$ cat src/core/nvb_pkg.sv
// Summary of operation
// - a separate 512-byte store; each access moves exactly one byte.
// - a read stalls the core for four clock cycles.
// - a write stalls the core for two clock cycles.
// - address holds 9 bits in 8..0; bits 15..9 read zero.
// - addresses 0 to 511 each select one distinct byte.
// - address has no reset value; software writes it before any access.
// - a write stores the data register byte at the addressed location.
// - a read loads the data register from the addressed location.
// - address, data and control registers sit in the I/O register space.
// - writes are self-timed and completion is visible to software.
// - a write starts only after a protective enable sequence.
// - write strobe works only within four cycles of master enable.
// - write strobe stays set during a write, cleared by hardware after.
// - read strobe reads at once; no reads or address changes mid-write.
// - a write lasts 8448 cycles of a 1 MHz calibrated oscillator.
package nvb_pkg;
   localparam int unsigned NVB_DEPTH      = 512;
   localparam int unsigned NVB_AW         = 9;
   // i/o register space offsets, arbitrary within the block's own window
   localparam logic [5:0] NVB_OFS_CTRL   = 6'h1c;
   localparam logic [5:0] NVB_OFS_DATA   = 6'h1d;
   localparam logic [5:0] NVB_OFS_ADDR_L = 6'h1e;
   localparam logic [5:0] NVB_OFS_ADDR_H = 6'h1f;
   // control register field positions
   localparam int unsigned NVB_BIT_RD    = 0;
   localparam int unsigned NVB_BIT_WR    = 1;
   localparam int unsigned NVB_BIT_MWE   = 2;
   localparam logic [7:0] NVB_CTRL_RST   = 8'h00;
   localparam logic [7:0] NVB_DATA_RST   = 8'h00;
   // stall and enable windows in core clock cycles
   localparam logic [2:0] NVB_RD_STALL   = 3'h4;
   localparam logic [2:0] NVB_WR_STALL   = 3'h2;
   localparam logic [2:0] NVB_MWE_WIN    = 3'h4;
   // write timing
   localparam int unsigned NVB_SYS_HZ    = 100_000_000;
   localparam int unsigned NVB_OSC_HZ    = 1_000_000;
   localparam int unsigned NVB_OSC_DIV   = NVB_SYS_HZ / NVB_OSC_HZ;
   localparam int unsigned NVB_WR_OSC_CYC = 8448;

   typedef struct packed {
      logic       wr_en;
      logic       rd_en;
      logic [5:0] addr;
      logic [7:0] wdata;
   } nvb_io_req_t;

   typedef struct packed {
      logic       stall;
      logic [7:0] rdata;
   } nvb_io_rsp_t;
endpackage

$ cat src/core/nvb_tick.sv
// 1 MHz enable pulse for write timing, free running
module nvb_tick
   import nvb_pkg::*;
(
   input  wire logic clk_sys,
   input  wire logic srst,
   output logic      tick
);
   localparam logic [6:0] LAST = 7'(NVB_OSC_DIV - 1);
   logic [6:0] cnt_reg;
   logic [6:0] cnt_next;

   assign cnt_next = (cnt_reg == LAST) ? 7'h00 : cnt_reg + 7'h01;

   always_ff @(posedge clk_sys) begin
      if (srst) begin
         cnt_reg <= 7'h00;
         tick    <= 1'b0;
      end else begin
         cnt_reg <= cnt_next;
         tick    <= (cnt_reg == LAST);
      end
   end
endmodule

$ cat src/core/nvb_store.sv
// byte store, one byte per access, flip-flop array
module nvb_store
   import nvb_pkg::*;
(
   input  wire logic                  clk_sys,
   input  wire logic                  we,
   input  wire logic [NVB_AW-1:0]     addr,
   input  wire logic [7:0]            wdata,
   output logic      [7:0]            rdata
);
   logic [7:0] mem [NVB_DEPTH];

   // linear map, 0..511 each distinct
   assign rdata = mem[addr];

   // no reset: contents are nonvolatile
   always_ff @(posedge clk_sys) begin
      if (we) begin
         mem[addr] <= wdata;
      end
   end
endmodule

$ cat src/core/nvb_unit.sv
// byte access unit: i/o registers, stall, enable sequence, write timer
module nvb_unit
   import nvb_pkg::*;
#(
   parameter int unsigned WR_OSC_CYC = NVB_WR_OSC_CYC
)
(
   input  wire logic        clk_sys,
   input  wire logic        srst,
   input  nvb_pkg::nvb_io_req_t io_req,
   output nvb_pkg::nvb_io_rsp_t io_rsp,
   output logic             write_busy
);
   import nvb_pkg::*;

   ////////////////////////////////////////////////////////////////////
   // register state
   logic [NVB_AW-1:0] nv_address_reg;
   logic [7:0]        nv_data_byte_reg;
   logic              mwe_reg;
   logic [2:0]        mwe_cnt_reg;
   logic              wstrobe_reg;
   logic [2:0]        stall_reg;
   logic [13:0]       wtime_reg;
   logic [7:0]        rdata_reg;
   logic [7:0]        store_q;
   logic              tick;
   logic              store_we;

   ////////////////////////////////////////////////////////////////////
   // decode of core accesses
   wire hit_ctrl  = io_req.addr == NVB_OFS_CTRL;
   wire hit_data  = io_req.addr == NVB_OFS_DATA;
   wire hit_addrl = io_req.addr == NVB_OFS_ADDR_L;
   wire hit_addrh = io_req.addr == NVB_OFS_ADDR_H;
   wire wr_ctrl   = io_req.wr_en & hit_ctrl;
   wire set_mwe   = wr_ctrl & io_req.wdata[NVB_BIT_MWE];
   wire set_wr    = wr_ctrl & io_req.wdata[NVB_BIT_WR];
   wire set_rd    = wr_ctrl & io_req.wdata[NVB_BIT_RD];
   // address frozen while a write runs
   wire addr_lock = wstrobe_reg;
   // a write starts only inside the master-enable window
   wire wr_start  = set_wr & mwe_reg & ~wstrobe_reg;
   // reads refused during a write
   wire rd_start  = set_rd & ~wstrobe_reg & ~set_wr;
   wire wr_done   = wstrobe_reg & tick & (wtime_reg == 14'h0001);
   wire stalled   = stall_reg != 3'h0;

   wire [7:0] ctrl_view = {5'h00, mwe_reg, wstrobe_reg, 1'b0};

   ////////////////////////////////////////////////////////////////////
   // byte store and write-timing tick
   assign store_we = wr_done;

   nvb_store u_store (
      .clk_sys (clk_sys),
      .we      (store_we),
      .addr    (nv_address_reg),
      .wdata   (nv_data_byte_reg),
      .rdata   (store_q)
   );

   nvb_tick u_tick (
      .clk_sys (clk_sys),
      .srst    (srst),
      .tick    (tick)
   );

   ////////////////////////////////////////////////////////////////////
   // address register, no reset value
   always_ff @(posedge clk_sys) begin
      if (io_req.wr_en & hit_addrl & ~addr_lock) begin
         nv_address_reg[7:0] <= io_req.wdata;
      end
      // only bit 8 takes the high byte; upper bits stay zero
      if (io_req.wr_en & hit_addrh & ~addr_lock) begin
         nv_address_reg[8] <= io_req.wdata[0];
      end
   end

   ////////////////////////////////////////////////////////////////////
   // data register: core write, or read load from the store
   always_ff @(posedge clk_sys) begin
      if (srst) begin
         nv_data_byte_reg <= NVB_DATA_RST;
      end else if (rd_start) begin
         nv_data_byte_reg <= store_q;
      end else if (io_req.wr_en & hit_data & ~wstrobe_reg) begin
         nv_data_byte_reg <= io_req.wdata;
      end
   end

   ////////////////////////////////////////////////////////////////////
   // master write enable, self-clears four cycles after being set
   always_ff @(posedge clk_sys) begin
      if (srst) begin
         mwe_reg     <= NVB_CTRL_RST[NVB_BIT_MWE];
         mwe_cnt_reg <= 3'h0;
      end else if (set_mwe) begin
         mwe_reg     <= 1'b1;
         mwe_cnt_reg <= NVB_MWE_WIN;
      end else if (mwe_cnt_reg != 3'h0) begin
         mwe_cnt_reg <= mwe_cnt_reg - 3'h1;
         mwe_reg     <= mwe_cnt_reg != 3'h1;
      end else begin
         mwe_reg     <= 1'b0;
      end
   end

   ////////////////////////////////////////////////////////////////////
   // write strobe held through the self-timed write
   // tick-based count: first tick may come early, so the write runs
   // between count-1 and count oscillator periods
   always_ff @(posedge clk_sys) begin
      if (srst) begin
         wstrobe_reg <= NVB_CTRL_RST[NVB_BIT_WR];
         wtime_reg   <= 14'h0000;
      end else if (wr_start) begin
         wstrobe_reg <= 1'b1;
         wtime_reg   <= 14'(WR_OSC_CYC);
      end else if (wr_done) begin
         wstrobe_reg <= 1'b0;
         wtime_reg   <= 14'h0000;
      end else if (wstrobe_reg & tick) begin
         wtime_reg   <= wtime_reg - 14'h0001;
      end
   end

   ////////////////////////////////////////////////////////////////////
   // core stall counter
   always_ff @(posedge clk_sys) begin
      if (srst) begin
         stall_reg <= 3'h0;
      end else if (rd_start) begin
         stall_reg <= NVB_RD_STALL;
      end else if (wr_start) begin
         stall_reg <= NVB_WR_STALL;
      end else if (stalled) begin
         stall_reg <= stall_reg - 3'h1;
      end
   end

   ////////////////////////////////////////////////////////////////////
   // registered read data; unmapped offsets read zero
   always_ff @(posedge clk_sys) begin
      if (srst) begin
         rdata_reg <= 8'h00;
      end else if (hit_ctrl) begin
         rdata_reg <= ctrl_view;
      end else if (hit_data) begin
         rdata_reg <= nv_data_byte_reg;
      end else if (hit_addrl) begin
         rdata_reg <= nv_address_reg[7:0];
      end else if (hit_addrh) begin
         rdata_reg <= {7'h00, nv_address_reg[8]};
      end else begin
         rdata_reg <= 8'h00;
      end
   end

   assign io_rsp.stall = stalled;
   assign io_rsp.rdata = rdata_reg;
   assign write_busy   = wstrobe_reg;
endmodule

$ cat config.mk
export PLATFORM = sky130hd
export DESIGN_NAME = nvb_unit
export DESIGN_NICKNAME = d
export VERILOG_FILES = /design/src/core/nvb_pkg.sv /design/src/core/nvb_tick.sv /design/src/core/nvb_store.sv /design/src/core/nvb_unit.sv
export SDC_FILE = /design/constraint.sdc
export NUM_CORES = 2
export LEC_CHECK = 0
export BUFFER_PORTS_ARGS = -buffer_cell sky130_fd_sc_hd__buf_4
export CAP_MARGIN = 25
export CORE_UTILIZATION = 40
export CTS_BUF_LIST = sky130_fd_sc_hd__clkbuf_16
export DETAILED_ROUTE_END_ITERATION = 8
export PLACE_DENSITY_LB_ADDON = 0.1
export SYNTH_ARGS = -nofsm -noshare
export SYNTH_HDL_FRONTEND = slang
export SYNTH_SLANG_ARGS = --single-unit
$ cat constraint.sdc
create_clock -name clk_sys -period 8.2 [get_ports clk_sys]
set_clock_uncertainty 0.2 [all_clocks]
set_input_delay 0.41 -clock clk_sys [delete_from_list [all_inputs] [get_ports clk_sys]]
set_output_delay 0.41 -clock clk_sys [all_outputs]
set_load 0.05 [all_outputs]
---- Yosys cells after proc, flatten, opt, wreduce, memory -nomap -nowiden ----
Memories as Yosys holds them, arrays and structs flattened.
Cells that the tools add are included.
word-level totals
  bits in registers ....................... 55
  bits in writable memories ............... 4,096
  input bits .............................. 18
  output and inout bits ................... 10
  memories kept ........................... 1
operators by class
  add/subtract/negate cells ............... 4
  equality and inequality tests ........... 7
  mux-type cells .......................... 20
  bitwise logic cells ..................... 18
  reduce and logical (&&, ||, !) cells .... 14
memories
  name         words  bits a word  read ports  clocked after Yosys merged registers in  wr ports  RTL line         RTL
  u_store.mem  512    8            1           0                                        1         nvb_store.sv:11  logic [7:0] mem [NVB_DEPTH];
operators with widths
  cell                   count
  $mux 14                3
  $mux 8                 4
  $eq 6x5->1 const B     4
  $mux 3                 6
  $and 1x1->1            16
  $eq 14x1->1 const B    1
  $sub 14x1->14 const B  1
  $reduce_bool 3->1      4
  $reduce_bool 2->1      4
  $reduce_or 2->1        4
  $add 7x1->7 const B    1
  $eq 7x7->1 const B     1
  $mux 1                 7
  $reduce_or 3->1        2
  $sub 3x1->3 const B    2
  $ne 3x1->1 const B     1
  $not 1->1              2

---- Logic depth before layout (Yosys ltp) ----
  word-level depth ........................ 7
  depth in mapped cells ................... 14
  mapped depth without buffers ............ 8

---- Hierarchy ----
A second synthesis with hierarchy kept.
unflattened totals
  cell total of the unflattened synthesis .. 7,818
  area total of the unflattened synthesis .. 160,630.3 µm²
modules (own cells, without submodules)
  module     instances  cells an instance  area each (µm²)
  nvb_store  1          7,567              158,199.2
  nvb_unit   1          217                2,103.3
  nvb_tick   1          34                 327.8

---- Worst setup path before layout ----
Ideal clock, no wire load.
  path type ............................... register to register
  start ................................... reg nv_data_byte_reg[1]
  end ..................................... mem u_store.mem[0][1] (data pin)
  setup time .............................. 1,512 ps
  data arrival time ....................... 6,530 ps
  data required time ...................... 6,488 ps
  slack ................................... -43 ps
  cell stages (with the launch flop) ...... 1
  period minus slack after synthesis ...... 8,243 ps
  cells stage by stage .................... dfxtp_1
RTL lines
  what                    RTL line         RTL
  from (decl)             nvb_unit.sv:19   logic [7:0] nv_data_byte_reg;
  from (signal assigned)  nvb_unit.sv:87   nv_data_byte_reg <= store_q;
  from (signal assigned)  nvb_unit.sv:89   nv_data_byte_reg <= io_req.wdata;
  to (decl)               nvb_store.sv:11
No word-level cell before the write port.

---- Worst setup path in the final report ----
  start ................................... reg nv_address_reg[0]
  end ..................................... reg nv_data_byte_reg[7]
on the way
  word-level cells in the longest chain between the ends .. 2
RTL lines
  what                    RTL line        RTL
  from (decl)             nvb_unit.sv:18  logic [NVB_AW-1:0] nv_address_reg;
  from (signal assigned)  nvb_unit.sv:73  nv_address_reg[7:0] <= io_req.wdata;
  $mem_v2 512x8           -
  $mux 8                  nvb_unit.sv:86  end else if (rd_start) begin
No other way between the ends.
A chain may end at the register's enable or synchronous reset.

==> flow_summary.json <==
{
  "async_flop_share_pct": 0,
  "finalSetupViolCount": 0,
  "cts_buffers": 439,
  "cellPowerDensity_nw_per_um2": 231.4,
  "io_buffer_count": 26,
  "synthesis.nets": 7699,
  "place_ws_ns": 2.485,
  "ys_ff_latch": 4151,
  "cp-startpoint": "nv_address_reg[0]$_DFFE_PP_",
  "antenna_found_initial": 51,
  "grt-ovfl-total": 0,
  "cellLeakagePower_nw": 59.84,
  "cts_root_buf": "clkbuf_16",
  "holdCritStartpoint": "io_req[4]",
  "vias": 80990,
  "power_frac_comb_pct": 0.5,
  "max_slew_margin_pct": 7.788,
  "postLayoutCellArea_um2": 182100,
  "die_h_um": 637.2,
  "core-area_um2": 400300,
  "clock_sinks": 4151,
  "area_growth_syn_to_layout_pct": 12.87,
  "cp_max_fo": 22,
  "period_needed_ns": 5.886,
  "cap_violations": 0,
  "yosys.area.top_type": "edfxtp_1",
  "fin_nets": 7952,
  "yosysUniqueCellTypes": 71,
  "route.detailed.drc": 0,
  "post-route-util_pct": 45.50,
  "r2r-start": "nv_address_reg[0]$_DFFE_PP_",
  "netlist_instances": 7675,
  "cts_tree": "yes",
  "slew_viol_final": 0,
  "hold_viol": 0,
  "grt_pass1_vias": 80610,
  "reg2reg_setup_slack_ns": 2.31,
  "yosysSeqAreaShare_pct": 76.96,
  "grt_first_pass_wirelength_um": 679700,
  "layout.cells.most_common": "edfxtp_1",
  "clkPwrFrac_pct": 44.9,
  "largest_register_ffs": 4096,
  "pwr-share-seq_pct": 54.6,
  "rows": 232,
  "power.internal_mw": 33.67,
  "mostFrequentLayoutCells": "edfxtp_1 (4,105), mux4_2 (987), nor2_1 (618)",
  "crit_required_ns": 8.88,
  "synth-edff-count": 4105,
  "setup_slack_ns": 2.314,
  "irDropWorstVdd_v": 0.0001827,
  "cp.arrival_ns": 6.57,
  "via_per_inst": 5.971,
  "initial_core_util_pct": 40.31,
  "hold_path_class": "input port to register",
  "hpwlAfterDp_um": 298600,
  "path_class": "register to register",
  "worst_pin_slew_ns": 1.383,
  "grt_setup_unrepaired": "no",
  "max_clock_freq_mhz": 169.9,
  "drive_above_1_share_pct": 23.17,
  "synth.avg_cell_area_um2": 21.03,
  "cp-start-kind": "register",
  "ys.flop_type": "edfxtp_1",
  "met1_usage_pct": 35.28,
  "status": "completed",
  "finalSetupTns_ns": 0,
  "first_pass_iters": 7,
  "grt_start_max_net_pins": 206,
  "postRouteAntennaNets": 0,
  "yosysTopAreaCellShare_pct": 76.39,
  "dieArea_um2": 406000,
  "wl_um": 496600,
  "met3_usage_pct": 4.557,
  "yosys_warnings": 0,
  "power.switching_mw": 8.479,
  "gr-max-usage-layer": "met2",
  "swShare_pct": 20.12,
  "drt_first_iter_violations": 10180,
  "htree_levels": 5,
  "num_io_pins": 28,
  "end_kind": "register",
  "insertion_delay_ns": 1.00,
  "synth_area_leaders": "edfxtp_1 (76%), mux4_2 (14%), mux2i_1 (2.1%)",
  "netlist_area_um2": 161400,
  "place_area_um2": 168100,
  "grt_usage_pct": 24.15,
  "period_share_pct": 71.78,
  "gp_congestion": 0.8766,
  "die_x_um": 637.2,
  "clk_path_buf_depth": 4,
  "groute.layer.met2.usage_pct": 37.19,
  "path_clk_slew_ns": 0.06,
  "wl_per_cell_um": 36.61
}
==> critical path: stages (launching register included) <==
cell and delay [ns]:
edfxtp_1 0.93, buf_12 0.33, and2_4 0.70, buf_4 0.58, a22o_1 0.23, nor4_2 0.09, a2111oi_0 0.48, buf_4 0.25
nand3_1 0.08, nor4_1 1.10, nand4_1 0.28, o31a_1 0.38
==> cell usage after synthesis (28+ instances only) <==
cell type,number
buf_4,84
a32oi_1,30
clkbuf_1,178
o22ai_1,67
buf_2,142
nand3_1,78
nand2_1,254
mux2i_1,338
a21oi_1,74
dfxtp_1,46
edfxtp_1,4105
o21ai_0,71
nor3_1,56
nor2_1,621
a22oi_1,122
mux4_2,987
buf_6,46
buf_1,28
==> cell families after synthesis <==
logic type                 synth area share [%]
AOI/OAI and AO/OA                         2.241
xor gates and xnor gates                0.09227
adders and majority gates               0.04652
buffers and inverters                     1.655
DFF                                       76.96
muxes                                     15.91
and+or+nand+nor                           3.091
==> power by group through the flow <==
stage	clock [mW]	combinational [mW]	sequential (mW)
finish	18.9	0.194	23.0
global placement	0	0.180	23.5
global route	20.0	0.206	23.0
CTS	19.2	0.194	23.0
floorplan	0	0.0886	23.5
detailed placement	0	0.185	23.5
==> what timing repair did <==
action / CTS / global route
resized for setup: 0 / 0
hold buffers: 16 / 0
setup buffers: 0 / 0
hold endpoints to repair: 56 / 0
==> layer usage <==
layer	wire length (um)	share of wire [%]
met5	13	0.0026
met4	15090	3.0
met3	40630	8.2
met2	227800	46
met1	213000	43
==> per-stage QoR <==
step           hold WS (ns)  cells  total power, mW
2_1_floorplan        0.2299   7675            23.58
3_3_place_gp         0.2480  12710            23.64
3_5_place_dp         0.2700  12720            23.65
4_1_cts            0.004306  13540            42.46
5_1_grt             0.02634  13560            43.20
6_report            0.06521  13560            42.15
==> layout make-up <==
| cell class | instances | area [um2] |
|---|---|---|
| antenna | 7 | 17.52 |
| clock buffer | 444 | 11110 |
| clock inverter | 360 | 2454 |
| fill | 33620 | 218200 |
| inverter | 10 | 47.55 |
| multi-input combinational | 3036 | 34870 |
| sequential | 4151 | 124200 |
| tap | 5265 | 6588 |
| timing repair buffer | 290 | 2821 |
==> worst paths after layout <==
check / end / depth (start not counted)
max: nv_data_byte_reg[7]$_SDFFE_PP0P_ / 11
max reg2reg: nv_data_byte_reg[7]$_SDFFE_PP0P_ / 11
min reg2reg: u_tick.cnt_reg[0]$_SDFF_PP0_ / 1
min: nv_address_reg[4]$_DFFE_PP_ / 2
Power figures use the tool's default switching activity.
